## src/iod_pkg.sv

```systemverilog
// Package for the I/O space access decoder
`default_nettype none
package iod_pkg;
    localparam int          ADDR_W        = 16;
    localparam int          DATA_W        = 8;
    localparam logic [15:0] IO_DS_OFFSET  = 16'h0020;
    localparam logic [15:0] EXT_DS_LO     = 16'h0060;
    localparam logic [15:0] EXT_DS_HI     = 16'h01ff;
    localparam logic [5:0]  IO_LAST       = 6'h3f;
    localparam logic [5:0]  BIT_IO_LAST   = 6'h1f;
    localparam int          IO_LOCATIONS  = 64;
    localparam logic [5:0]  GPR0_IO       = 6'h1e;
    localparam logic [5:0]  GPR1_IO       = 6'h2a;
    localparam logic [5:0]  GPR2_IO       = 6'h2b;
    localparam logic [5:0]  FLAG_IO       = 6'h16;
    localparam logic [7:0]  GPR_RST       = 8'h00;
    localparam logic [7:0]  FLAG_RST      = 8'h00;

    typedef enum logic [2:0]
    {
        IOD_OP_NONE,
        IOD_OP_IN,
        IOD_OP_OUT,
        IOD_OP_LOAD,
        IOD_OP_STORE,
        IOD_OP_SET_BIT,
        IOD_OP_CLR_BIT,
        IOD_OP_TEST_BIT
    } iod_op_t;

    typedef enum logic [1:0]
    {
        IOD_TGT_WREG,
        IOD_TGT_IO,
        IOD_TGT_EXT,
        IOD_TGT_NONE
    } iod_tgt_t;
endpackage
`default_nettype wire

```

## src/iod_decode.sv

```systemverilog
// Address decoder from operation and address to target and I/O location
`default_nettype none
module iod_decode
(
    input  wire iod_pkg::iod_op_t    op,
    input  wire logic [15:0]         addr,
    output iod_pkg::iod_tgt_t        tgt,
    output logic [5:0]               io_loc,
    output logic [8:0]               ext_off,
    output logic                     bit_ok
);
    import iod_pkg::*;

    logic [15:0] io_rel;

    always_comb
    begin
        io_rel  = addr - IO_DS_OFFSET;
        tgt     = IOD_TGT_NONE;
        io_loc  = 6'h00;
        ext_off = 9'h000;
        bit_ok  = 1'b0;
        unique case (op)
            IOD_OP_IN, IOD_OP_OUT:
            begin
                // Opcode field is six bits, so only 64 locations exist
                io_loc = addr[5:0];
                tgt    = (addr[15:6] == 10'h000) ? IOD_TGT_IO : IOD_TGT_NONE;
            end
            IOD_OP_SET_BIT, IOD_OP_CLR_BIT, IOD_OP_TEST_BIT:
            begin
                io_loc = addr[5:0];
                bit_ok = (addr[15:5] == 11'h000);
                tgt    = bit_ok ? IOD_TGT_IO : IOD_TGT_NONE;
            end
            IOD_OP_LOAD, IOD_OP_STORE:
            begin
                if (addr < IO_DS_OFFSET)
                    tgt = IOD_TGT_WREG;
                else if (addr < EXT_DS_LO)
                begin
                    tgt    = IOD_TGT_IO;
                    io_loc = io_rel[5:0];
                end
                else if (addr <= EXT_DS_HI)
                begin
                    tgt     = IOD_TGT_EXT;
                    ext_off = addr[8:0];
                end
            end
            default:
                tgt = IOD_TGT_NONE;
        endcase
    end
endmodule
`default_nettype wire

```

## src/iod_io_space.sv

```systemverilog
// I/O space access decode with scratch registers and write-one-to-clear flags
`default_nettype none
// Operation
// - All I/O locations readable and writable by data-space load and store.
// - Bit set, clear and test only for I/O locations 0x00 to 0x1F.
// - I/O in and out instructions use I/O addresses 0x00 to 0x3F.
// - Data-space address of an I/O register is its I/O address plus 0x20.
// - I/O in and out instructions reach only 64 locations.
// - Extended range 0x60 to 0x1FF reached only by load and store.
// - Status flags clear on writing one; writing zero leaves them.
// - Bit set and clear touch only the addressed bit.
// - Three scratch registers; the low one supports bit operations.
module iod_io_space
(
    input  wire logic               ref_clk,
    input  wire logic               rst_n,
    input  wire iod_pkg::iod_op_t   op,
    input  wire logic [15:0]        addr,
    input  wire logic [2:0]         bit_sel,
    input  wire logic [7:0]         wdata,
    input  wire logic [7:0]         flag_set,
    input  wire logic [7:0]         periph_rdata,
    input  wire logic [7:0]         ext_rdata,
    output logic                    io_sel_r,
    output logic                    io_we_r,
    output logic [5:0]              io_loc_r,
    output logic                    ext_sel_r,
    output logic                    ext_we_r,
    output logic [8:0]              ext_off_r,
    output logic                    wreg_sel_r,
    output logic [4:0]              wreg_idx_r,
    output logic [7:0]              wdata_r,
    output logic [7:0]              rdata_r,
    output logic                    skip_r,
    output logic                    refused_r,
    output logic [7:0]              flags_r,
    output logic [7:0]              gpr0_r,
    output logic [7:0]              gpr1_r,
    output logic [7:0]              gpr2_r
);
    import iod_pkg::*;

    iod_tgt_t    tgt;
    logic [5:0]  io_loc;
    logic [8:0]  ext_off;
    logic        bit_ok;
    logic [7:0]  io_cur;
    logic [7:0]  bit_mask;
    logic        is_write;
    logic        is_read;

    iod_decode u_decode
    (
        .op      (op),
        .addr    (addr),
        .tgt     (tgt),
        .io_loc  (io_loc),
        .ext_off (ext_off),
        .bit_ok  (bit_ok)
    );

    // ----------------------------------------
    // Local I/O read mux
    // ----------------------------------------
    function automatic logic [7:0] io_read
    (
        input logic [5:0] loc,
        input logic [7:0] g0,
        input logic [7:0] g1,
        input logic [7:0] g2,
        input logic [7:0] fl,
        input logic [7:0] per
    );
        logic [7:0] v;
        v = per;
        if (loc == GPR0_IO)
            v = g0;
        else if (loc == GPR1_IO)
            v = g1;
        else if (loc == GPR2_IO)
            v = g2;
        else if (loc == FLAG_IO)
            v = fl;
        return v;
    endfunction

    always_comb
    begin
        io_cur   = io_read(io_loc, gpr0_r, gpr1_r, gpr2_r, flags_r, periph_rdata);
        bit_mask = 8'h01 << bit_sel;
        is_write = (op == IOD_OP_OUT) || (op == IOD_OP_STORE);
        is_read  = (op == IOD_OP_IN) || (op == IOD_OP_LOAD);
    end

    // ----------------------------------------
    // Scratch registers
    // ----------------------------------------
    always_ff @(posedge ref_clk)
    begin
        if (!rst_n)
        begin
            gpr0_r <= GPR_RST;
            gpr1_r <= GPR_RST;
            gpr2_r <= GPR_RST;
        end
        else if (tgt == IOD_TGT_IO)
        begin
            if (is_write)
            begin
                if (io_loc == GPR0_IO)
                    gpr0_r <= wdata;
                if (io_loc == GPR1_IO)
                    gpr1_r <= wdata;
                if (io_loc == GPR2_IO)
                    gpr2_r <= wdata;
            end
            else if (io_loc == GPR0_IO && op == IOD_OP_SET_BIT)
                gpr0_r <= gpr0_r | bit_mask;
            else if (io_loc == GPR0_IO && op == IOD_OP_CLR_BIT)
                gpr0_r <= gpr0_r & ~bit_mask;
        end
    end

    // ----------------------------------------
    // Status flags, write one to clear
    // ----------------------------------------
    always_ff @(posedge ref_clk)
    begin
        if (!rst_n)
            flags_r <= FLAG_RST;
        else
        begin
            // Set wins over clear so no event is lost
            if (tgt == IOD_TGT_IO && io_loc == FLAG_IO && is_write)
                flags_r <= (flags_r & ~wdata) | flag_set;
            else if (tgt == IOD_TGT_IO && io_loc == FLAG_IO && op == IOD_OP_SET_BIT)
                flags_r <= (flags_r & ~bit_mask) | flag_set;
            else
                flags_r <= flags_r | flag_set;
        end
    end

    // ----------------------------------------
    // Access strobes toward peripherals
    // ----------------------------------------
    always_ff @(posedge ref_clk)
    begin
        if (!rst_n)
        begin
            io_sel_r   <= 1'b0;
            io_we_r    <= 1'b0;
            io_loc_r   <= 6'h00;
            ext_sel_r  <= 1'b0;
            ext_we_r   <= 1'b0;
            ext_off_r  <= 9'h000;
            wreg_sel_r <= 1'b0;
            wreg_idx_r <= 5'h00;
            wdata_r    <= 8'h00;
            refused_r  <= 1'b0;
        end
        else
        begin
            // Peripheral write strobe only for plain writes; bit ops stay local
            io_sel_r   <= (tgt == IOD_TGT_IO) && (is_read || is_write);
            io_we_r    <= (tgt == IOD_TGT_IO) && is_write;
            io_loc_r   <= io_loc;
            ext_sel_r  <= (tgt == IOD_TGT_EXT);
            ext_we_r   <= (tgt == IOD_TGT_EXT) && (op == IOD_OP_STORE);
            ext_off_r  <= ext_off;
            wreg_sel_r <= (tgt == IOD_TGT_WREG);
            wreg_idx_r <= addr[4:0];
            wdata_r    <= wdata;
            refused_r  <= (op != IOD_OP_NONE) && (tgt == IOD_TGT_NONE);
        end
    end

    // ----------------------------------------
    // Read data and skip result
    // ----------------------------------------
    always_ff @(posedge ref_clk)
    begin
        if (!rst_n)
        begin
            rdata_r <= 8'h00;
            skip_r  <= 1'b0;
        end
        else
        begin
            if (tgt == IOD_TGT_EXT)
                rdata_r <= ext_rdata;
            else if (tgt == IOD_TGT_IO && is_read)
                rdata_r <= io_cur;
            skip_r <= (op == IOD_OP_TEST_BIT) && bit_ok
                      && (io_cur[bit_sel] == wdata[0]);
        end
    end

    // ----------------------------------------
    // Checks
    // ----------------------------------------
    bit_range_a: assert property (@(posedge ref_clk) disable iff (!rst_n)
        (op == IOD_OP_SET_BIT && addr[15:5] != 11'h000) |=> !io_sel_r && refused_r)
        else $error("bit op above 0x1f accepted");
    io_offset_a: assert property (@(posedge ref_clk) disable iff (!rst_n)
        (op == IOD_OP_LOAD && addr >= 16'h0020 && addr < 16'h0060)
        |=> io_sel_r && io_loc_r == $past(addr[5:0]) - 6'h20)
        else $error("load to io space mis-mapped");
    in_range_a: assert property (@(posedge ref_clk) disable iff (!rst_n)
        (op == IOD_OP_IN && addr > 16'h003f) |=> refused_r && !io_sel_r)
        else $error("io in beyond 64 locations");
    ext_only_a: assert property (@(posedge ref_clk) disable iff (!rst_n)
        (op == IOD_OP_OUT) |=> !ext_sel_r)
        else $error("io out reached extended space");
    ext_store_a: assert property (@(posedge ref_clk) disable iff (!rst_n)
        (op == IOD_OP_STORE && addr >= 16'h0060 && addr <= 16'h01ff) |=> ext_sel_r && ext_we_r)
        else $error("store to extended space lost");
    flag_clear_a: assert property (@(posedge ref_clk) disable iff (!rst_n)
        (op == IOD_OP_OUT && addr[15:0] == 16'h0016 && flag_set == 8'h00)
        |=> flags_r == ($past(flags_r) & ~$past(wdata)))
        else $error("flag write one clear wrong");
    flag_keep_a: assert property (@(posedge ref_clk) disable iff (!rst_n)
        $rose(flags_r[0]) |-> $past(flag_set[0]))
        else $error("flag set without event");
    bit_only_a: assert property (@(posedge ref_clk) disable iff (!rst_n)
        (op == IOD_OP_SET_BIT && addr == 16'h001e)
        |=> ((gpr0_r ^ $past(gpr0_r)) & ~$past(bit_mask)) == 8'h00 && (gpr0_r & $past(bit_mask)) != 8'h00)
        else $error("bit set touched other bits");
    gpr_store_a: assert property (@(posedge ref_clk) disable iff (!rst_n)
        (op == IOD_OP_STORE && addr == 16'h004a) |=> gpr1_r == $past(wdata))
        else $error("scratch register store lost");
    wreg_map_a: assert property (@(posedge ref_clk) disable iff (!rst_n)
        (op == IOD_OP_LOAD && addr < 16'h0020) |=> wreg_sel_r && !io_sel_r)
        else $error("low address not working register");
endmodule
`default_nettype wire

```

## config.mk

```make
export PLATFORM = sky130hd
export DESIGN_NAME = iod_io_space
export DESIGN_NICKNAME = d
export VERILOG_FILES = /design/src/iod_pkg.sv /design/src/iod_decode.sv /design/src/iod_io_space.sv
export SDC_FILE = /design/constraint.sdc
export NUM_CORES = 1
export LEC_CHECK = 0
export BUFFER_PORTS_ARGS = -buffer_cell sky130_fd_sc_hd__buf_4
export CAP_MARGIN = 30
export CORE_MARGIN = 2
export CORE_UTILIZATION = 35
export DETAILED_ROUTE_END_ITERATION = 10
export GPL_TIMING_DRIVEN = 0
export SYNTH_ARGS = -nofsm -noshare
export SYNTH_HDL_FRONTEND = slang
export SYNTH_SLANG_ARGS = --single-unit
```

## constraint.sdc

```tcl
create_clock -name ref_clk -period 4.2 [get_ports ref_clk]
set_input_delay 0.42 -clock ref_clk [delete_from_list [all_inputs] [get_ports ref_clk]]
set_output_delay 0.42 -clock ref_clk [all_outputs]
set_load 0.05 [all_outputs]
```

==> results of run 1 <==
## layout make-up
cell class,count,area (um^2)
fill,1018,5250
multi-input combinational,307,2050
sequential,75,1500
timing repair buffer,128,961
tap,136,170
buffer,27,146
clock buffer,11,141
clock inverter,5,85.1
inverter,5,18.8
## Yosys cell counts (4+ instances only)
library cell,instances,share of area
nand3b_1,4,0.0081
nand3_1,13,0.018
o211ai_1,4,0.0081
a21boi_0,16,0.032
a22o_1,4,0.0094
nand4b_1,4,0.0094
and2_1,29,0.049
mux2i_1,9,0.024
a21oi_1,7,0.0094
o21ai_0,21,0.028
nand2_1,38,0.038
nor3b_1,4,0.0081
and3_1,13,0.022
a31oi_1,8,0.013
inv_1,5,0.0051
nor2b_1,16,0.027
nor2_1,20,0.020
buf_6,4,0.012
o31ai_1,4,0.0081
nor3_1,7,0.0094
a22oi_1,22,0.044
and3b_1,6,0.014
dfxtp_1,75,0.40
clkbuf_1,14,0.014
a211oi_1,16,0.032
## layer usage
layer	GRT usage	vias up	part of all wire
met1	0.281	1732	0.44
met2	0.367	133	0.48
met3	0.0480	17	0.064
met4	0.0696	0	0.018
met5	0	-	0
li1	-	1799	-
## power by group
group	switching [mW]	total (mW)	leakage (nW)	internal (mW)
logic	0.153	0.250	1.41	0.0973
clock network	0.287	0.641	0.110	0.354
registers	0.00810	0.735	0.612	0.727
total	0.448	1.63	2.13	1.18
## critical path, delay by kind of cell
family                 cells  cell delay (ps)
buffers and inverters      3              420
AOI/OAI and AO/OA          4             1680
and+or+nand+nor            3              890
## path summary, 6_finish.rpt
| path | start | end | slack (ps) | depth (start not counted) |
|---|---|---|---|---|
| max | op[0] | skip_r | 1020 | 10 |
| min reg2reg | gpr1_r[3] | gpr1_r[3] | 500 | 2 |
| max reg2reg | flip-flop | skip_r | 1730 | 6 |
| min | flag_set[3] | flags_r[3] | 300 | 3 |
## cells by family after synthesis
kind of cell	after synthesis	synth area share
buf+inv	32	0.0445
flops	75	0.404
simple gates	173	0.274
mux	9	0.0243
compound gates	122	0.246
fa+ha+maj	1	0.00270
xor+xnor	2	0.00472
## through the flow
stage	total power [mW]	utilization	setup WS (ps)	cells	cell area, um^2
floorplan	0.891	-	1280	414	3710
global placement	0.998	0.469	706	678	4840
detailed placement	1.00	0.469	717	678	4840
CTS	1.64	0.491	1070	694	5070
global route	1.69	0.491	882	694	5070
finish	1.63	0.491	1020	694	5070
==> key figures, run 1 <==
Die
  • Die span in x: 107 um
  • Core ar.: between 0.01 and 0.015 mm^2
  • Die ar.: ~0.011 mm^2
  • Row Count: 37
  • I/O pin count: 131
  • Initial Util: 0.360
  • DIE HEIGHT: about 110 um

Pwr
  • P per Cell Area: about 320 mW/mm^2
  • Worst VDD drop: roughly 0.13 mV
  • Pleak: roughly 2.1 nW

Run status
  • Status: finished, final reports clean

Timing
  • Fin Hold WS: approximately 300 ps
  • Fmax: between 0.3 and 0.4 GHz
  • Fin crit period: 3180 ps
  • Clock Skews: just over 9 ps
  • Fin. max-slew vios: 0
  • Setup TNS: 0 ps
  • Actual slew at the worst max-slew pin: a little over 900 ps
  • # setup viols final: 0
  • Fin crit share: 0.757
  • Rel. slew slack: 0.382
  • RSZ-0062 raised after global routing: false
  • Hold Fails Final Rpt: 0

Setup path
  • CP arrival: around 3400 ps
  • Slowest Stage Delay on Critical Path: approximately 600 ps
  • Kind of critical path: in -> reg
  • Worst setup SP type: input port
  • CP Max Fanout: 10
  • Critical path required time: roughly 4500 ps
  • Crit path capture type: flip-flop
  • Crit-path cells: buf_4, buf_4, or2_1, buf_6, and3_1, o211ai_1, a211oi_1, a221o_1, or4_1, a2111oi_2
  • Critical-path top delay cell: o211ai_1
  • Most used cell, CP: buf_4

CTS
  • CTS Hold Bufs: 0
  • TritonCTS clock tree: yes
  • Clock sink count: 75
  • Worst-Skew Late Latency: approximately 350 ps
  • Post-CTS Setup Inserts: 0
  • H-tree levels: 3
  • Reg clk slew, reported paths: approximately 80 ps
  • PostCTS Resize Cnt: 0
  • Clk buf depth: 2
  • CTS Buf Count: 9
  • Root buffer cell: clkbuf_8

Route
  • Vias post-DR: around 3700
  • WL final: between 10000 and 15000 um
  • Iter 0 DRT Violations: ~180
  • Residual DRC count: 0
  • Drt pass-1 iters: 4
  • DR vias/cell: between 5 and 6
  • ANT nets after route: 0
  • Wire per inst: between 15 and 20 um

Layout
  • Commonest non-fill, non-tap cells in the layout: buf_4 (131), dfxtp_1 (75), nand2_1 (38), and2_1 (29), a22oi_1 (22)
  • Inserted Diodes: 0
  • Leading cell type in the layout, fill and taps excluded: buf_4
  • Synthesis-to-layout area growth: 36.6%
  • Layout cell share with drive strength beyond 1: 0.301
  • Fin nets: between 600 and 700

Yosys
  • Cell variety after synth: 62
  • Async S/R FF share, synth: 0
  • #FFs+latches synth: 75
  • Mapped Cells: just over 400
  • Sequential-to-total area share from yosys stat: 0.404
  • Syn Nets: 470
  • YS warnings: 0
  • Post-synth EDFFs: 0
  • Synthesized area per cell: 8.97 um^2
  • Mapped Area: between 0.003 and 0.004 mm^2
  • Most used DFF post-synth: dfxtp_1

Global route
  • First-pass GRT wire length: between 15000 and 20000 um
  • Pin count of the biggest net entering global routing: 14
  • Gr usage total: 0.219
  • Vias in the first global route: ~3700
  • Total gr overflow: 0
  • Initial antenna violation count: 0

Flow run
  • Max-Cap Viols: 0

Place
  • Dpl hpwl: about 9400 um
  • IO buf count: around 130
  • Final GP Congestion: between 0.9 and 1

Hold path
  • Min-Delay Path Class: in -> reg
(Power assumes the default switching activity.)
==> run 2: changes to the inputs <==
- ABC_AREA: not set -> 1
- clock period: 4.2 -> 3.1 ns (I/O delays scaled with it)
==> run 2 against run 1 <==
Utilization fell by 0.29 points. Global-route usage fell by 0.57 points. Via count rose by 5.3%. Clock skew fell by 2.1 ps. Critical path depth rose by 10. Area after synthesis fell by 1.3%. Critical endpoint unchanged. Highest routed layer unchanged.
==> key figures, run 2 <==
CTS
  • Worst-Skew Late Latency: about 360 ps
  • TritonCTS clock tree: yes
  • CTS Hold Bufs: 0
  • Root buffer cell: clkbuf_8
  • Post-CTS Setup Inserts: 0
  • H-tree levels: 3
  • PostCTS Resize Cnt: 0
  • Clock sink count: 75
  • Reg clk slew, reported paths: 80 ps
  • CTS Buf Count: 9
  • Clk buf depth: 2

Yosys
  • Mapped Cells: 516
  • Post-synth top area share: 0.410
  • #FFs+latches synth: 75
  • Sequential-to-total area share from yosys stat: 0.410
  • Post-synth EDFFs: 0
  • Count leader, synth: nand2_1
  • Post-synth top cells: nand2_1 (86), dfxtp_1 (75), nor2_1 (71), inv_1 (66), nand3_1 (34)
  • Synthesized area per cell: about 7.1 um^2
  • Synth area leaders: dfxtp_1 (41%), nand2_1 (8.8%), nor2_1 (7.3%)
  • YS warnings: 0
  • Most used DFF post-synth: dfxtp_1
  • Post-synth top area cell: dfxtp_1
  • Syn Nets: 572
  • Async S/R FF share, synth: 0
  • Mapped Area: ~0.0037 mm^2
  • Cell variety after synth: 40

Timing
  • Fin Hold WS: approximately 160 ps
  • Fmax: between 0.4 and 0.5 GHz
  • Clock Skews: around 7.0 ps
  • # setup viols final: 0
  • Actual slew at the worst max-slew pin: ~620 ps
  • RSZ-0062 raised after global routing: false
  • Fin crit period: between 2000 and 2500 ps
  • Fin crit share: 0.762
  • Fin. max-slew vios: 0
  • Rel. slew slack: 0.587
  • Setup TNS: 0 ps
  • Hold Fails Final Rpt: 0

Die
  • DIE HEIGHT: between 100 and 150 um
  • Row Count: 37
  • Die ar.: around 0.011 mm^2
  • I/O pin count: around 130
  • Initial Util: 0.358
  • Core ar.: 0.0102 mm^2
  • Die span in x: roughly 110 um

Route
  • Drt pass-1 iters: 5
  • DR vias/cell: approximately 5
  • WL met1: about 5400 um
  • ANT nets after route: 0
  • Iter 0 DRT Violations: roughly 180
  • WL final: 12000 um
  • Wire length on met3: slightly above 800 um
  • Residual DRC count: 0
  • Top Metal Used: met4
  • Vias post-DR: slightly below 4000
  • WL met2: approximately 5500 um
  • Wire per inst: roughly 15 um

Setup path
  • Kind of critical path: in -> reg
  • Reg2reg start: flags_r[6]
  • Slowest Stage Delay on Critical Path: about 250 ps
  • Crit path buf inv count: 2
  • Worst Setup SP: addr[10]
  • Most used cell, CP: nand2_1
  • CP Max Fanout: 10
  • Worst setup SP type: input port
  • Cell family with most CP delay: simple AND/OR/NAND/NOR gates
  • Critical-path top delay cell: o21ai_2
  • Crit path capture type: flip-flop
  • Crit-path cells: buf_4, nor2_1, nand2_1, nor2_2, nand4_1, o21ai_2, nand2_1, nor2_2, buf_4, nand2_2, nand3_1, nand2_1, nand2_1, nand2_1, nand2_1, nand2_1, nor2_1, nand2_1, a21oi_1, nor2_1
  • CP arrival: roughly 2600 ps
  • Critical path required time: 3360 ps

Global route
  • Vias in the first global route: approximately 3800
  • Total gr overflow: 0
  • First-pass GRT wire length: 18600 um
  • Gr usage total: 0.214
  • Pin count of the biggest net entering global routing: 15
  • Initial antenna violation count: 0

Layout
  • Layout fillers: ~1100
  • Synthesis-to-layout area growth: 36.4%
  • Post-route insts no fill: about 800
  • Commonest non-fill, non-tap cells in the layout: buf_4 (132), nand2_1 (86), dfxtp_1 (75), nor2_1 (71), inv_1 (66)
  • Layout cell share with drive strength beyond 1: 0.304
  • Leading cell type in the layout, fill and taps excluded: buf_4
  • Inserted Diodes: 0
  • Fin nets: around 700
  • Final Cell Area: 0.00500 mm^2

Run status
  • Status: finished, final reports clean

Hold path
  • Min-Delay Path Class: in -> reg
  • Hold_sp: addr[0]

Flow run
  • Max-Cap Viols: 0

Pwr
  • Worst VDD drop: ~0.22 mV
  • Pleak: ~2.4 nW
  • P per Cell Area: roughly 430 mW/mm^2

Place
  • Dpl hpwl: between 9000 and 10000 um
  • Final GP Congestion: ~0.9
  • Placed insts: about 800
  • Placed Area: slightly below 0.005 mm^2
  • IO buf count: 129
==> run 2: worst paths after layout <==
check | endpoint | slack (ps) | depth (start not counted)
hold reg to reg | gpr1_r[6] | 470 | 2
setup / recovery | skip_r | 740 | 20
setup reg to reg | skip_r | 1630 | 11
hold / removal | wreg_idx_r[0] | 160 | 3
==> run 2: through the flow <==
step           power (mW)  setup slack, ps  utilization
3_3_place_gp         1.41              419        0.469
4_1_cts              2.13              740        0.488
6_report             2.12              737        0.488
5_1_grt              2.21              329        0.488
3_5_place_dp         1.41              361        0.470
2_1_floorplan        1.26              926            -
==> run 2: layout make-up <==
class,count,area (um^2),share of cell area
buffer,14,82.6,0.0165
clock inverter,6,48.8,0.00977
multi-input combinational,347,1780,0.356
clock buffer,10,138,0.0275
tap,136,170,0.0341
inverter,80,302,0.0604
sequential,75,1500,0.301
timing repair buffer,130,976,0.195
==> run 2: worst reg2reg max path, stage by stage, from the launching register on <==
cell	delay, ps
dfxtp_1	400
nand3_1	110
nand3_1	110
nand2_1	50
nand2_1	70
nand2_1	110
nand2_1	80
nand2_1	50
nor2_1	80
nand2_1	80
a21oi_1	150
nor2_1	80
==> run 2: cells by family (layout without fill, tap and decap cells) <==
group | Yosys count | count (layout) | synth area share
simple gates | 239 | 239 | 0.310
compound gates | 108 | 108 | 0.175
buf+inv | 94 | 240 | 0.105
flops | 75 | 75 | 0.410
==> run 2: power by group <==
| part | total, mW | internal, mW | switching [mW] |
|---|---|---|---|
| sequential | 1.00 | 0.989 | 0.0141 |
| clock | 0.734 | 0.321 | 0.413 |
| combinational | 0.388 | 0.131 | 0.257 |
| total | 2.12 | 1.44 | 0.684 |
==> run 2: routing by layer <==
metal / vias up / track usage
met1: 1771 / 0.274
met4: 0 / 0.0893
met3: 20 / 0.0454
li1: 1951 / -
met5: - / 0
met2: 133 / 0.348
